File: src/hdl/lcs_pkg.sv
// Package: register map, field layout and reset values of the input select gate
package lcs_pkg;
    // ------------------------------------------------------------
    // Register byte addresses
    // ------------------------------------------------------------
    localparam logic [3:0] LCS_OFF_SEL   = 4'h0;
    localparam logic [3:0] LCS_OFF_GATE1 = 4'h4;

    // ------------------------------------------------------------
    // Field positions
    // ------------------------------------------------------------
    localparam int LCS_CH3_LSB = 0;
    localparam int LCS_CH4_LSB = 4;
    localparam int LCS_SEL_W   = 3;
    localparam logic [7:0] LCS_SEL_MASK = 8'h77;

    // Gate-1 enable bit positions
    localparam int LCS_G1_CH4_TRUE = 7;
    localparam int LCS_G1_CH4_INV  = 6;
    localparam int LCS_G1_CH3_TRUE = 5;
    localparam int LCS_G1_CH3_INV  = 4;
    localparam int LCS_G1_CH2_TRUE = 3;
    localparam int LCS_G1_CH2_INV  = 2;
    localparam int LCS_G1_CH1_TRUE = 1;
    localparam int LCS_G1_CH1_INV  = 0;

    // ------------------------------------------------------------
    // Input base index per channel, values after power-on reset
    // ------------------------------------------------------------
    localparam logic [3:0] LCS_CH3_BASE = 4'h8;
    localparam logic [3:0] LCS_CH4_BASE = 4'hc;
    localparam logic [7:0] LCS_SEL_POR   = 8'h00;
    localparam logic [7:0] LCS_GATE1_POR = 8'h00;
endpackage

File: src/hdl/lcs_chan_if.sv
// Interface: one data channel selector between the top and the mux
`timescale 1ns/1ps
`default_nettype none
interface lcs_chan_if;
    logic [2:0]  code;
    logic [15:0] inputs;
    logic        true_copy;
    logic        inv_copy;
    modport ctrl (output code, output inputs, input true_copy, input inv_copy);
    modport mux  (input code, input inputs, output true_copy, output inv_copy);
endinterface
`default_nettype wire

File: src/hdl/lcs_chan_sel.sv
// Module: one data channel source mux with registered true and inverted copies
`timescale 1ns/1ps
`default_nettype none
module lcs_chan_sel
    import lcs_pkg::*;
#(
    parameter logic [3:0] BASE = 4'h8
) (
    input  wire logic  core_clk_i,
    lcs_chan_if.mux    ch
);
    logic [3:0] idx;

    // Input index is base plus code, wrapping past input 15
    assign idx = 4'(BASE + {1'b0, ch.code});

    // Registered copies of the selected input
    always_ff @(posedge core_clk_i) begin
        ch.true_copy <= ch.inputs[idx];
        ch.inv_copy  <= ~ch.inputs[idx];
    end
endmodule
`default_nettype wire

File: src/hdl/lcs_top.sv
// Module: input select and gate-1 polarity enables of a logic cell, Avalon-MM slave
`timescale 1ns/1ps
`default_nettype none
module lcs_top
    import lcs_pkg::*;
(
    input  wire logic        core_clk_i,
    input  wire logic        rst_b_i,
    input  wire logic        por_b_i,
    input  wire logic [3:0]  avs_address_i,
    input  wire logic        avs_read_i,
    input  wire logic        avs_write_i,
    input  wire logic [31:0] avs_writedata_i,
    input  wire logic [3:0]  avs_byteenable_i,
    output logic      [31:0] avs_readdata_o,
    output logic             avs_waitrequest_o,
    input  wire logic [15:0] cell_in_i,
    input  wire logic        data_channel_1_i,
    input  wire logic        data_channel_2_i,
    output logic             data_channel_3_o,
    output logic             data_channel_4_o,
    output logic             chan3_inv_copy_o,
    output logic             chan4_inv_copy_o,
    output logic      [7:0]  gate_one_terms_o
);
    // ------------------------------------------------------------
    // Handshake states
    // ------------------------------------------------------------
    // Idle until a request, then one completing cycle
    typedef enum logic [0:0] {
        BUS_IDLE = 1'b0,
        BUS_DONE = 1'b1
    } lcs_bus_state_t;

    // ------------------------------------------------------------
    // Registers and internal nets
    // ------------------------------------------------------------
    lcs_bus_state_t bus_state_r;
    lcs_bus_state_t bus_state_nxt;
    logic [7:0]     data34_select_reg_r;
    logic [7:0]     gate1_polarity_enables_r;
    logic           access;
    logic           access_done;
    logic           lane0_en;
    logic           hit_sel;
    logic           hit_gate;
    logic           wr_sel;
    logic           wr_gate;
    logic           rd_load;
    logic [7:0]     rd_nxt;
    logic [2:0]     chan3_source_field;
    logic [2:0]     chan4_source_field;
    logic           chan3_true_copy;
    logic           chan4_true_copy;
    logic           chan3_inv_copy;
    logic           chan4_inv_copy;
    logic           g1_ch4_true_en;
    logic           g1_ch4_inv_en;
    logic           g1_ch3_true_en;
    logic           g1_ch3_inv_en;
    logic           g1_ch2_true_en;
    logic           g1_ch2_inv_en;
    logic           g1_ch1_true_en;
    logic           g1_ch1_inv_en;
    logic [7:0]     gate_one_terms_nxt;

    // Carriers between this module and the two source muxes
    lcs_chan_if ch3_if ();
    lcs_chan_if ch4_if ();

    // ------------------------------------------------------------
    // Bus handshake
    // ------------------------------------------------------------
    // Any request, read or write
    assign access = avs_read_i | avs_write_i;

    // Second cycle of a request completes it
    assign access_done       = access & (bus_state_r == BUS_DONE);
    assign avs_waitrequest_o = access & (bus_state_r == BUS_IDLE);

    // Next state: one wait cycle per access, back to back allowed
    always_comb begin
        bus_state_nxt = BUS_IDLE;
        case (bus_state_r)
            BUS_IDLE: begin
                if (access) begin
                    bus_state_nxt = BUS_DONE;
                end
            end
            BUS_DONE: begin
                bus_state_nxt = BUS_IDLE;
            end
            default: begin
                bus_state_nxt = BUS_IDLE;
            end
        endcase
    end

    // State register; cleared by the bus reset
    always_ff @(posedge core_clk_i) begin
        if (!rst_b_i) begin
            bus_state_r <= BUS_IDLE;
        end else begin
            bus_state_r <= bus_state_nxt;
        end
    end

    // ------------------------------------------------------------
    // Address decode
    // ------------------------------------------------------------
    // Only the low byte lane carries register data
    assign lane0_en = avs_byteenable_i[0];
    assign hit_sel  = (avs_address_i == LCS_OFF_SEL);
    assign hit_gate = (avs_address_i == LCS_OFF_GATE1);

    // Writes land at the completing edge, lane 0 required
    assign wr_sel  = avs_write_i & access_done & lane0_en & hit_sel;
    assign wr_gate = avs_write_i & access_done & lane0_en & hit_gate;

    // Read data fetched in the first cycle of a read
    assign rd_load = avs_read_i & (bus_state_r == BUS_IDLE);

    // ------------------------------------------------------------
    // Configuration registers
    // ------------------------------------------------------------
    // Select fields; only power-on clears, other resets keep value
    always_ff @(posedge core_clk_i) begin
        if (!por_b_i) begin
            data34_select_reg_r <= LCS_SEL_POR;
        end else if (wr_sel) begin
            data34_select_reg_r <= avs_writedata_i[7:0] & LCS_SEL_MASK;
        end
    end

    // Gate-1 enables; kept through the bus reset
    always_ff @(posedge core_clk_i) begin
        if (!por_b_i) begin
            gate1_polarity_enables_r <= LCS_GATE1_POR;
        end else if (wr_gate) begin
            gate1_polarity_enables_r <= avs_writedata_i[7:0];
        end
    end

    // ------------------------------------------------------------
    // Read path
    // ------------------------------------------------------------
    // Read mux; unmapped addresses read zero
    always_comb begin
        rd_nxt = 8'h00;
        case (avs_address_i)
            LCS_OFF_SEL: begin
                rd_nxt = data34_select_reg_r & LCS_SEL_MASK;
            end
            LCS_OFF_GATE1: begin
                rd_nxt = gate1_polarity_enables_r;
            end
            default: begin
                rd_nxt = 8'h00;
            end
        endcase
    end

    // Read data stands at the edge where waitrequest is low
    always_ff @(posedge core_clk_i) begin
        if (!rst_b_i) begin
            avs_readdata_o <= 32'h0000_0000;
        end else if (rd_load) begin
            avs_readdata_o <= {24'h00_0000, rd_nxt};
        end
    end

    // ------------------------------------------------------------
    // Gate-1 enable fields
    // ------------------------------------------------------------
    // One enable per channel copy, channel 4 true on top
    assign g1_ch4_true_en = gate1_polarity_enables_r[LCS_G1_CH4_TRUE];
    assign g1_ch4_inv_en  = gate1_polarity_enables_r[LCS_G1_CH4_INV];
    assign g1_ch3_true_en = gate1_polarity_enables_r[LCS_G1_CH3_TRUE];
    assign g1_ch3_inv_en  = gate1_polarity_enables_r[LCS_G1_CH3_INV];
    assign g1_ch2_true_en = gate1_polarity_enables_r[LCS_G1_CH2_TRUE];
    assign g1_ch2_inv_en  = gate1_polarity_enables_r[LCS_G1_CH2_INV];
    assign g1_ch1_true_en = gate1_polarity_enables_r[LCS_G1_CH1_TRUE];
    assign g1_ch1_inv_en  = gate1_polarity_enables_r[LCS_G1_CH1_INV];

    // ------------------------------------------------------------
    // Channel selection
    // ------------------------------------------------------------
    // Source fields of the select register
    assign chan3_source_field = data34_select_reg_r[LCS_CH3_LSB +: LCS_SEL_W];
    assign chan4_source_field = data34_select_reg_r[LCS_CH4_LSB +: LCS_SEL_W];

    // Both muxes see all sixteen shared inputs
    assign ch3_if.code   = chan3_source_field;
    assign ch3_if.inputs = cell_in_i;
    assign ch4_if.code   = chan4_source_field;
    assign ch4_if.inputs = cell_in_i;

    // Channel 3: inputs 8..15
    lcs_chan_sel #(.BASE(LCS_CH3_BASE)) u_ch3 (
        .core_clk_i (core_clk_i),
        .ch         (ch3_if.mux)
    );

    // Channel 4: inputs 12..15 then wraps to 0..3
    lcs_chan_sel #(.BASE(LCS_CH4_BASE)) u_ch4 (
        .core_clk_i (core_clk_i),
        .ch         (ch4_if.mux)
    );

    // Copies returned by the muxes, one cycle behind the inputs
    assign chan3_true_copy = ch3_if.true_copy;
    assign chan3_inv_copy  = ch3_if.inv_copy;
    assign chan4_true_copy = ch4_if.true_copy;
    assign chan4_inv_copy  = ch4_if.inv_copy;

    // Channel outputs for the rest of the cell
    assign data_channel_3_o = chan3_true_copy;
    assign data_channel_4_o = chan4_true_copy;
    assign chan3_inv_copy_o = chan3_inv_copy;
    assign chan4_inv_copy_o = chan4_inv_copy;

    // ------------------------------------------------------------
    // Gate-1 polarity gating
    // ------------------------------------------------------------
    // Each term is its copy when enabled, zero when not
    always_comb begin
        gate_one_terms_nxt = 8'h00;
        gate_one_terms_nxt[LCS_G1_CH4_TRUE] = g1_ch4_true_en & chan4_true_copy;
        gate_one_terms_nxt[LCS_G1_CH4_INV]  = g1_ch4_inv_en  & chan4_inv_copy;
        gate_one_terms_nxt[LCS_G1_CH3_TRUE] = g1_ch3_true_en & chan3_true_copy;
        gate_one_terms_nxt[LCS_G1_CH3_INV]  = g1_ch3_inv_en  & chan3_inv_copy;
        gate_one_terms_nxt[LCS_G1_CH2_TRUE] = g1_ch2_true_en & data_channel_2_i;
        gate_one_terms_nxt[LCS_G1_CH2_INV]  = g1_ch2_inv_en  & ~data_channel_2_i;
        gate_one_terms_nxt[LCS_G1_CH1_TRUE] = g1_ch1_true_en & data_channel_1_i;
        gate_one_terms_nxt[LCS_G1_CH1_INV]  = g1_ch1_inv_en  & ~data_channel_1_i;
    end

    // Terms registered for the cell's logic core
    always_ff @(posedge core_clk_i) begin
        gate_one_terms_o <= gate_one_terms_nxt;
    end
endmodule
`default_nettype wire

File: config.mk
export PLATFORM = sky130hd
export DESIGN_NAME = lcs_top
export DESIGN_NICKNAME = d
export VERILOG_FILES = /design/src/hdl/lcs_pkg.sv /design/src/hdl/lcs_chan_if.sv /design/src/hdl/lcs_chan_sel.sv /design/src/hdl/lcs_top.sv
export SDC_FILE = /design/constraint.sdc
export NUM_CORES = 1
export LEC_CHECK = 0
export ABC_AREA = 1
export BUFFER_PORTS_ARGS = -buffer_cell sky130_fd_sc_hd__buf_2
export CAP_MARGIN = 20
export CORE_MARGIN = 1.5
export CORE_UTILIZATION = 47
export CTS_CLUSTER_SIZE = 25
export DETAILED_ROUTE_END_ITERATION = 8
export GPL_TIMING_DRIVEN = 0
export PLACE_DENSITY = 0.92
export SYNTH_ARGS = -nofsm -noshare
export SYNTH_HDL_FRONTEND = slang
export SYNTH_SLANG_ARGS = --single-unit
File: constraint.sdc
create_clock -name core_clk_i -period 2.5 [get_ports core_clk_i]
set_input_delay 0.125 -clock core_clk_i [delete_from_list [all_inputs] [get_ports core_clk_i]]
set_output_delay 0.125 -clock core_clk_i [all_outputs]
set_load 0.02 [all_outputs]
==> reports/qor_table.md, run 1 <==
| Parameter | This run | Unit |
| --- | --- | --- |
| Vias per cell | 4.44 | - |
| Maximum operating frequency | 0.842 | GHz |
| EDFF count, synth | 0 | - |
| Clock slew seen by the registers of the worst setup and hold paths | 0.07 | ns |
| CTS root buffer | clkbuf_8 | - |
| Number of DRC markers in iteration 0 | 76 | - |
| Number of vias after detailed routing | 1806 | - |
| Post-Syn Area | 1830 | um2 |
| Worst setup timing slack at the placement stage | 1.31 | ns |
| Vias in the first global route | 1606 | - |
| Total power per unit cell area | 581 | nW/um2 |
| Leakage Power | 1.35 | nW |
| Routed wire length on met3 | 327 | um |
| Most area-hungry cell type in the Yosys netlist | dfxtp_1 | - |
| Number of gates resized after cts | 0 | - |
| Final Cycle Share | 0.475 | - |
| Std-Cell Rows | 22 | - |
| Setup Skew | 0.00588 | ns |
| Final critical-path required period | 1.19 | ns |
| Number of antenna violations at the first check in global routing | 0 | - |
| Arr. time, crit path | 1.37 | ns |
| Placed cell area | 2240 | um2 |
| GRT Util Overall | 0.194 | - |
| Most used flip-flop cell after synthesis | dfxtp_1 | - |
| Share of synthesized flip-flops with an asynchronous set or reset | 0 | - |
| Wire length of the first global-routing pass | 6.35 | mm |
| Sequential share of power | 0.420 | - |
| Detail Route Antenna Nets | 0 | - |
| Total power after layout | 1.39 | mW |
| Top post-synthesis cells by count | nand2_1, inv_1, nor2_1 | - |
| Initial DRT Pass Iterations | 4 | - |
| Max-capacitance violation count | 0 | - |
| Critical Path RT | 2.69 | ns |
| Total net switching power | 332 | uW |
| Ports placed on the boundary | 108 | - |
| Share of cells above drive strength 1 | 0.270 | - |
| WL met1 | 1.52 | mm |
| Max-slew violation count | 0 | - |
| Setup-violating endpoint count in the final report | 0 | - |
| H-tree Lvls | 2 | - |
| Logic gate share of total power | 0.152 | - |
| Cell with the most instances after synthesis | nand2_1 | - |
| Cell chain of the critical path | nand2_2 > nor2_4 > buf_6 > nand3_1 > nand2_1 > nor2_1 | - |
| CTS tree | yes | - |
| Number of placed instances, taps included | 397 | - |
| Crit Path Class | flip-flop to flip-flop | - |
| Number of synthesis warnings | 0 | - |
| Largest buffer count on any clock path | 2 | - |
| Total congestion overflow | 0 | - |
| Mean instance size in the synthesized netlist | 6.68 | um2 |
| Horiz. Die Dim | 65.4 | um |
| Setup repair after global routing missed its margin | no | - |
| Core outline area | 3690 | um2 |
| Cell family with the largest share of critical-path delay | simple AND/OR/NAND/NOR gates | - |
| Switching fraction of total power | 0.239 | - |
| Finished Layout Cells | 407 | - |
| DRC | 0 | - |
| Post-synth cell types | 18 | - |
| Inserted Clock Buffers | 5 | - |
| Worst-case hold slack | 0.0922 | ns |
| Share of total power in the clock network | 0.429 | - |
| Largest net degree at the start of global routing | 12 | - |
| Worst-case vdd ir drop | 0.408 | mV |
| Final-layout fill cell count | 339 | - |
| Worst-path maximum fanout | 10 | - |
| Proportion of netlist area held by the largest area contributor | 0.383 | - |
| Layout net count | 421 | - |
| Initial core utilization | 0.496 | - |
| Total non-filler cell area in the finished layout | 2390 | um2 |
| Internal Pwr Total | 1.06 | mW |
| Topmost layer with routed signal wires | met4 | - |
| Share of the core filled with cells in the final layout | 0.648 | - |
| Number of hold buffers added after CTS | 2 | - |
| Run status | completed | - |
| Final Hold Fails | 0 | - |
| Average detailed-routed wire length per instance | 9.61 | um |
| Final HPWL from detailed placement | 3.11 | mm |
| Seq cells post-synth | 35 | - |
| Count of input and output buffers | 52 | - |
| CP startpoint kind | flip-flop | - |
| Path type of the worst min-delay path | primary input to flip-flop | - |
| Final worst slack | 1.31 | ns |
| Sink count of the clock tree | 35 | - |
| GP Congestion | 0.861 | - |
| Routed WL | 3.91 | mm |
| Clock latency on the worst-skew pair | 0.29 | ns |
| Share of the yosys chip area belonging to registers | 0.383 | - |
| Area growth from synthesis to layout | 30.6 | % |
| Stage delay of the slowest cell on the critical path | 0.45 | ns |
| Cells after Synth | 274 | - |
| DR WL met2 | 2.04 | mm |
| Cell types with the largest area share after synthesis | dfxtp_1, nand2_1, buf_4 | - |
| Post-CTS Setup Repair Bufs | 0 | - |
| Slowest cell on the critical path | dfxtp_1 | - |
| Count of antenna diodes in the layout | 0 | - |
| Count of buffer and inverter cells on the critical path | 1 | - |
| Setup tns final | 0 | ns |
| Full die area | 4280 | um2 |
| Die Y | 65.4 | um |
| Endpoint class of the critical path | flip-flop | - |
[worst min-delay path: stages]
cell	delay (ns)
buf_2	0.11
o21ai_0	0.07
a21oi_1	0.04
[cell type report]
cell class                 instances  area [um2]  share of cell area
buffer                            30         226              0.0948
clock buffer                       6        72.6              0.0304
clock inverter                     2        60.1              0.0251
inverter                          47         176              0.0739
multi-input combinational        185         812               0.340
sequential                        35         701               0.293
tap                               48        60.1              0.0251
timing repair buffer              54         280               0.117
[worst paths after layout]
path | startpoint | end | slack, ns | depth (start not counted)
max | bus_state_r | gate1_polarity_enables_r[2] | 1.31 | 6
min | rst_b_i | avs_readdata_o[7] | 0.09 | 3
max reg2reg | bus_state_r | gate1_polarity_enables_r[2] | 1.31 | 6
min reg2reg | u_ch3.ch.inv_copy | gate_one_terms_o[4] | 0.43 | 2
[power groups by stage]
stage	sequential, mW	combinational [mW]	clock, mW
4_1_cts	0.583	0.210	0.605
2_1_floorplan	0.610	0.135	0
3_3_place_gp	0.595	0.204	0
5_1_grt	0.584	0.233	0.637
3_5_place_dp	0.595	0.207	0
6_report	0.583	0.211	0.595
[cell families (layout without fill, tap and decap cells)]
kind of cell	Yosys count	in the layout	synth area share
buffers and inverters	77	139	0.220
other	1	24	0.00205
AND/OR/NAND/NOR	155	155	0.378
flip-flops	35	35	0.383
AO/OA/AOI/OAI	6	6	0.0164
[state kept, by name (all words and copies together), names as in the netlist]
name                      flops
u_ch3.ch.true_copy            1
u_ch4.ch.true_copy            1
u_ch3.ch.inv_copy             1
avs_readdata_o                8
gate_one_terms_o              8
data34_select_reg_r           6
gate1_polarity_enables_r      8
bus_state_r                   1
u_ch4.ch.inv_copy             1
[routing by layer]
metal,GRT usage,vias up
met3,0.0702,4
li1,-,952
met1,0.202,780
met2,0.355,70
met5,0,-
met4,0.0729,0
[cells in the final DEF (no fill, tap or decap)]
| cell | instances |
|---|---|
| a21oi_1 | 2 |
| buf_4 | 27 |
| nand3_1 | 36 |
| nand3_2 | 1 |
| conb_1 | 24 |
| nand2_2 | 1 |
| clkbuf_1 | 1 |
| inv_1 | 47 |
| clkbuf_8 | 5 |
| nor2_1 | 46 |
| nand2_1 | 58 |
| nor2_4 | 5 |
| nor2_2 | 1 |
| dfxtp_1 | 35 |
| nor3_1 | 1 |
| clkbuf_4 | 1 |
| o21ai_0 | 4 |
| nand4_1 | 6 |
| buf_2 | 53 |
| buf_6 | 1 |
| dlygate4sd3_1 | 2 |
| bufinv_16 | 2 |
Power figures use the tool's default switching activity.
==> run 2: changes to the inputs <==
CORE_UTILIZATION = 43   (was 47)
PLACE_DENSITY = 0.85   (was 0.92)
clock period = 1.14 ns   (was 2.5 ns; I/O delays follow)
==> run 2 against run 1 <==
Register-to-register slack got worse by 1.3 ns. Combinational power rose by 120%. Sequential cell count stayed put. First-iteration DRC count rose by 30%. Largest cell class unchanged.
==> reports/qor_table.md, run 2 (synthesis results as in run 1) <==
| Parameter | This run | Unit | vs previous |
| --- | --- | --- | --- |
| Worst-path maximum fanout | 10 | - | unchanged |
| Core outline area | 4060 | um2 | +10% |
| Path type of the worst min-delay path | primary input to flip-flop | - |  |
| Vias per cell | 4.45 | - | +0.34% |
| Setup repair after global routing missed its margin | no | - |  |
| Area growth from synthesis to layout | 29.3 | % |  |
| Setup tns final | 0 | ns | unchanged |
| Maximum operating frequency | 0.914 | GHz | +8.5% |
| Clock slew seen by the registers of the worst setup and hold paths | 0.07 | ns | about the same |
| Share of cells above drive strength 1 | 0.280 | - | +0.00958 |
| Max-capacitance violation count | 0 | - | unchanged |
| Final HPWL from detailed placement | 3.15 | mm | +1.0% |
| Max-slew violation count | 0 | - | unchanged |
| Number of vias after detailed routing | 1830 | - | +1.3% |
| Count of antenna diodes in the layout | 0 | - | unchanged |
| Final Hold Fails | 0 | - | unchanged |
| DRC | 0 | - | unchanged |
| Detail Route Antenna Nets | 0 | - | unchanged |
| Initial core utilization | 0.451 | - | -0.0451 |
| Full die area | 4650 | um2 | +8.9% |
| Number of DRC markers in iteration 0 | 99 | - | +30% |
| Worst-case vdd ir drop | 0.539 | mV | +32% |
| Setup-violating endpoint count in the final report | 0 | - | unchanged |
| Total congestion overflow | 0 | - | unchanged |
| GRT Util Overall | 0.172 | - | -0.0222 |
| GP Congestion | 0.795 | - | -7.7% |
| Critical hold path startpoint | rst_b_i | - |  |
| Run status | completed | - |  |
| Switching fraction of total power | 0.281 | - | +0.0422 |
| Final Cycle Share | 0.960 | - | +0.485 |
| Wire length of the first global-routing pass | 5.93 | mm | -6.7% |
| Stage delay of the slowest cell on the critical path | 0.38 | ns | -0.07 ns |
| Sequential share of power | 0.490 | - | +0.070 |
| Total net switching power | 734 | uW | +120% |
| Average detailed-routed wire length per instance | 9.66 | um | +0.49% |
| Total power per unit cell area | 1100 | nW/um2 | +90% |
| Inserted Clock Buffers | 5 | - | unchanged |
| CTS root buffer | clkbuf_8 | - |  |
| R2R Path End | data34_select_reg_r[0] | - |  |
| Logic gate share of total power | 0.181 | - | +0.029 |
| Endpoint of the most critical setup path | data34_select_reg_r[0] | - |  |
| Finished Layout Cells | 411 | - | +0.98% |
| Crit Path Class | flip-flop to flip-flop | - |  |
| Endpoint class of the critical path | flip-flop | - |  |
| Number of antenna violations at the first check in global routing | 0 | - | unchanged |
| Leading cell type in the layout, fill and taps excluded | nand2_1 | - |  |
| Ports placed on the boundary | 108 | - | unchanged |
| H-tree Lvls | 2 | - | unchanged |
| Leakage Power | 1.34 | nW | -0.92% |
| Initial DRT Pass Iterations | 4 | - | unchanged |
| Top Registers | avs_readdata_o: 8 flops, gate1_polarity_enables_r: 8 flops, gate_one_terms_o: 8 flops | - |  |
| Layout net count | 423 | - | +0.48% |
| Critical Path RT | 1.31 | ns | -1.38 ns |
| Largest buffer count on any clock path | 2 | - | unchanged |
| Cell chain of the critical path | nand2_2 > nor2_4 > buf_6 > nand4_1 > nand2_1 > nor2_1 | - |  |
| Origin of the worst setup path | bus_state_r | - |  |
| CP startpoint kind | flip-flop | - |  |
| Crit Reg-Reg Startpoint | bus_state_r | - |  |
| Arr. time, crit path | 1.27 | ns | -0.10 ns |
| Worst R2R Path Depth | 6 | - | unchanged |
| Count of input and output buffers | 52 | - | unchanged |
| Std-Cell Rows | 23 | - | +4.5% |
| Reg2Reg Setup Slack | 0.05 | ns | -1.27 ns |
| Final critical-path required period | 1.09 | ns | -0.0931 ns |
| Routed WL | 3.97 | mm | +1.5% |
| Slowest cell on the critical path | dfxtp_4 | - |  |
| Setup Skew | 0.00817 | ns | +0.00229 ns |
| CTS tree | yes | - |  |
| Largest net degree at the start of global routing | 12 | - | unchanged |
| Sink count of the clock tree | 35 | - | unchanged |
| Clock latency on the worst-skew pair | 0.29 | ns | about the same |
| Internal Pwr Total | 1.87 | mW | +77% |
| Horiz. Die Dim | 68.2 | um | +4.3% |
| Number of placed instances, taps included | 399 | - | +0.50% |
| Vias in the first global route | 1412 | - | -12% |
| Die Y | 68.2 | um | +4.3% |
| Total power after layout | 2.61 | mW | +88% |
| Commonest cells after routing, fill and taps aside | nand2_1, buf_2, inv_1 | - |  |
| Share of total power in the clock network | 0.330 | - | -0.099 |
-- run 2: changes by cell type in the layout (fill, tap and decap cells not counted), sizes merged --
| cell | change |
|---|---|
| buf | +2 |
| clkinvlp | +1 |
| clkinv | +1 |
| bufinv | -2 |
-- run 2: layer usage --
metal  wire length [um]  track usage
met1               1670        0.195
met2               1990        0.309
met3                230       0.0411
met4                 78       0.0650
met5                  0            0
-- run 2: power by group through the flow --
stage	combinational, mW	clock (mW)	sequential (mW)
floorplan	0.297	0	1.34
global placement	0.448	0	1.30
detailed placement	0.456	0	1.30
CTS	0.462	0.880	1.28
global route	0.522	0.930	1.28
finish	0.471	0.860	1.28
-- run 2: worst min path at each step --
stage / endpoint / slack [ns] / cells past startpoint
global placement: gate_one_terms_o[0] / 0.23 / 2
detailed placement: gate_one_terms_o[2] / 0.24 / 2
finish: avs_readdata_o[3] / 0.02 / 3
CTS: avs_readdata_o[7] / 0.02 / 3
global route: gate1_polarity_enables_r[6] / 0.04 / 3
floorplan: gate_one_terms_o[0] / 0.13 / 1
-- run 2: worst max-delay path, delay by kind of cell, from the launching register on --
kind | cells | cell delay, ns
buf+inv | 1 | 0.16
flops | 1 | 0.38
simple gates | 5 | 0.45
-- run 2: layout make-up --
| cell class | instances | area (um2) |
|---|---|---|
| inverters | 47 | 176 |
| flip-flops and latches | 35 | 706 |
| well taps | 50 | 62.6 |
| clock inverters | 2 | 12.5 |
| multi-input cells | 185 | 812 |
| plain buffers | 30 | 229 |
| clock buffers | 6 | 72.6 |
| fillers | 419 | 1690 |
| repair buffers | 56 | 295 |
-- run 2: metrics by stage --
| stage | setup slack (ns) | instance area, um2 | hold WS, ns | utilization |
|---|---|---|---|---|
| finish | 0.0455 | 2370 | 0.0239 | 0.583 |
| global route | 0.0141 | 2370 | 0.0426 | 0.583 |
| CTS | 0.0286 | 2340 | 0.0230 | 0.578 |
| detailed placement | -0.0526 | 2240 | 0.235 | 0.552 |
| global placement | -0.0187 | 2240 | 0.233 | 0.552 |
| floorplan | 0.0864 | 1920 | 0.128 | - |
-- run 2: what timing repair did --
item / 4_1_cts / 5_1_grt
hold endpoints to repair: 4 / 0
pin swaps: 0 / 1
cloned: 0 / 0
hold buffers: 2 / 0
buffers inserted: 0 / 2
endpoints found under the setup margin: 10 / 12
gates resized for setup: 1 / 4
==> run 3: changes to the inputs <==
CELL_PAD_IN_SITES_DETAIL_PLACEMENT = 0   (was unset)
CELL_PAD_IN_SITES_GLOBAL_PLACEMENT = 2   (was unset)
CORE_UTILIZATION = 21   (was 43)
clock period = 1.05 ns   (was 1.14 ns; I/O delays follow)
==> run 3 against run 2 <==
The run now ends with setup timing left. Critical endpoint is now gate1_polarity_enables_r[2]. Clock power grew 48%. Worst hold slack got worse by 0.015 ns. Global-route usage down 7.1 points.
==> reports/qor_table.md, run 3 (synthesis results as in run 1) <==
| Parameter | This run | Unit | vs previous |
| --- | --- | --- | --- |
| Horiz. Die Dim | 96.3 | um | +41% |
| Leakage Power | 1.38 | nW | +3.1% |
| Share of cells above drive strength 1 | 0.295 | - | +0.0150 |
| Count of input and output buffers | 52 | - | unchanged |
| Full die area | 9280 | um2 | +99% |
| Clock latency on the worst-skew pair | 0.30 | ns | about the same |
| Routed WL | 4.53 | mm | +14% |
| Initial DRT Pass Iterations | 4 | - | unchanged |
| Worst R2R Path Depth | 6 | - | unchanged |
| DRC | 0 | - | unchanged |
| Number of antenna violations at the first check in global routing | 0 | - | unchanged |
| Largest buffer count on any clock path | 2 | - | unchanged |
| WL met1 | 2.07 | mm | +24% |
| Failing checks | setup timing | - |  |
| Clock slew seen by the registers of the worst setup and hold paths | 0.07 | ns | about the same |
| Switching fraction of total power | 0.263 | - | -0.0185 |
| Critical hold path startpoint | rst_b_i | - |  |
| Count of antenna diodes in the layout | 0 | - | unchanged |
| Worst-path maximum fanout | 5 | - | -5 |
| Final critical-path required period | 1.08 | ns | -0.0131 ns |
| Register area | 709 | um2 | +0.53% |
| Std-Cell Rows | 33 | - | +43% |
| End point of the worst hold path | avs_readdata_o[7] | - |  |
| Final-layout fill cell count | 958 | - | +130% |
| Inserted Clock Buffers | 5 | - | unchanged |
| Hold-critical path depth | 3 | - | unchanged |
| Transition time at the pin with the least slew margin | 0.503 | ns |  |
| Total power per unit cell area | 1270 | nW/um2 | +15% |
| H-tree Lvls | 2 | - | unchanged |
| DR WL met2 | 2.08 | mm | +4.4% |
| Number of vias after detailed routing | 1748 | - | -4.5% |
| Final Hold Fails | 0 | - | unchanged |
| Vias in the first global route | 1584 | - | +12% |
| Layout net count | 425 | - | +0.47% |
| Setup-violating endpoint count in the final report | 11 | - | +11 |
| CP startpoint kind | flip-flop | - |  |
| Worst-case headroom to the max-slew limit | 0.664 | - |  |
| Top Registers | avs_readdata_o: 8 flops, gate1_polarity_enables_r: 8 flops, gate_one_terms_o: 8 flops | - |  |
| Max-capacitance violation count | 0 | - | unchanged |
| Final worst slack | -0.0314 | ns | -0.0769 ns |
| Leading cell type in the layout, fill and taps excluded | nand2_1 | - |  |
| Sequential share of power | 0.435 | - | -0.055 |
| Setup repair after global routing missed its margin | yes | - |  |
| Crit Reg-Reg Startpoint | bus_state_r | - |  |
| Internal Pwr Total | 2.34 | mW | +25% |
| Wire length of the first global-routing pass | 7.09 | mm | +20% |
| Critical Path RT | 1.25 | ns | -0.06 ns |
| Core outline area | 8340 | um2 | +110% |
| Final Cycle Share | 1.03 | - | +0.0698 |
| CTS root buffer | clkbuf_8 | - |  |
| Max-slew violation count | 0 | - | unchanged |
| Topmost layer with routed signal wires | met4 | - |  |
| Path type of the worst min-delay path | primary input to flip-flop | - |  |
| Vias per cell | 3.74 | - | -16% |
| Total congestion overflow | 0 | - | unchanged |
| Maximum operating frequency | 0.925 | GHz | +1.2% |
| Sink count of the clock tree | 35 | - | unchanged |
| Worst setup timing slack at the placement stage | -0.0830 | ns | -0.0304 ns |
| Endpoint class of the critical path | flip-flop | - |  |
| R2R Path End | gate1_polarity_enables_r[2] | - |  |
| Detail Route Antenna Nets | 0 | - | unchanged |
| GP Congestion | 0.786 | - | -1.1% |
| Final HPWL from detailed placement | 3.68 | mm | +17% |
| Die Y | 96.3 | um | +41% |
| Arr. time, crit path | 1.28 | ns | about the same |
| Crit Path Class | flip-flop to flip-flop | - |  |
| Setup Skew | 0.00715 | ns | -0.00102 ns |
| CTS tree | yes | - |  |
| Commonest cells after routing, fill and taps aside | nand2_1, buf_2, inv_1 | - |  |
| Largest net degree at the start of global routing | 12 | - | unchanged |
| Area used by multi-input combinational logic | 827 | um2 | +1.8% |
| Number of DRC markers in iteration 0 | 48 | - | -52% |
| GRT Util Overall | 0.101 | - | -0.0709 |
| Average detailed-routed wire length per instance | 9.68 | um | +0.21% |
| Ports placed on the boundary | 108 | - | unchanged |
| Run status | finished with violations | - |  |
| Logic gate share of total power | 0.167 | - | -0.014 |
| Area growth from synthesis to layout | 37.3 | % |  |
| Share of the core filled with cells in the final layout | 0.301 | - | -0.282 |
| Initial core utilization | 0.219 | - | -0.231 |
| Total net switching power | 836 | uW | +14% |
| Share of total power in the clock network | 0.398 | - | +0.068 |
| Worst-case vdd ir drop | 0.468 | mV | -13% |
| Reg2Reg Setup Slack | -0.03 | ns | -0.08 ns |
| Routed wire length on met3 | 309 | um | +34% |
[run 3: stage by stage]
step	area [um2]	total power [mW]	TNS [ns]	hold slack, ns	instances
5_1_grt	2510	3.32	-1.08	0.0199	468
3_5_place_dp	2310	1.93	-1.02	0.231	454
4_1_cts	2500	3.21	-0.421	0.00858	468
2_1_floorplan	1920	1.78	0	0.124	297
3_3_place_gp	2310	1.92	-0.787	0.229	454
6_report	2510	3.18	-0.201	0.00908	468
[run 3: critical path, cell delays in order (launching register included)]
cell and delay (ns):
dfxtp_4 0.40, nand2_4 0.06, nor2_4 0.18, buf_6 0.16, nand3_1 0.07, nand2_1 0.09
nor2_1 0.04
[run 3: cell type report]
class                   instances  share of cell area
multi-input cells             185               0.329
flip-flops and latches         35               0.283
repair buffers                 58               0.128
plain buffers                  30              0.0912
inverters                      47              0.0703
well taps                     105              0.0523
clock buffers                   6              0.0329
clock inverters                 2              0.0140
[run 3: per-layer routing]
metal / track usage / vias to the layer above
met4: 0.0435 / 0
met5: 0 / -
met1: 0.124 / 741
met2: 0.164 / 43
li1: - / 956
met3: 0.0284 / 8
[run 3: how the worst max path moves through the flow]
stage,from,cells past startpoint,slack (ns),to
after floorplan,bus_state_r,6,0.07,gate1_polarity_enables_r[1]
after global routing,bus_state_r,6,-0.09,gate1_polarity_enables_r[0]
after global placement,bus_state_r,6,-0.07,gate1_polarity_enables_r[1]
after detailed placement,bus_state_r,6,-0.08,gate1_polarity_enables_r[1]
final,bus_state_r,6,-0.03,gate1_polarity_enables_r[2]
after CTS,bus_state_r,6,-0.05,gate1_polarity_enables_r[1]
[run 3: timing repair]
item                       in CTS  in global routing
hold buffers                    2                  0
gates resized for setup         8                  4
pin swaps                       4                  5
buffers inserted                3                  0
gates cloned                    1                  0
hold endpoints to repair        4                  0
setup endpoints to repair      20                 18
[run 3: power groups by stage]
stage,clock network [mW],registers (mW),logic [mW]
detailed placement,0,1.42,0.508
global placement,0,1.42,0.504
floorplan,0,1.45,0.322
finish,1.27,1.38,0.530
global route,1.34,1.39,0.586
CTS,1.29,1.39,0.531
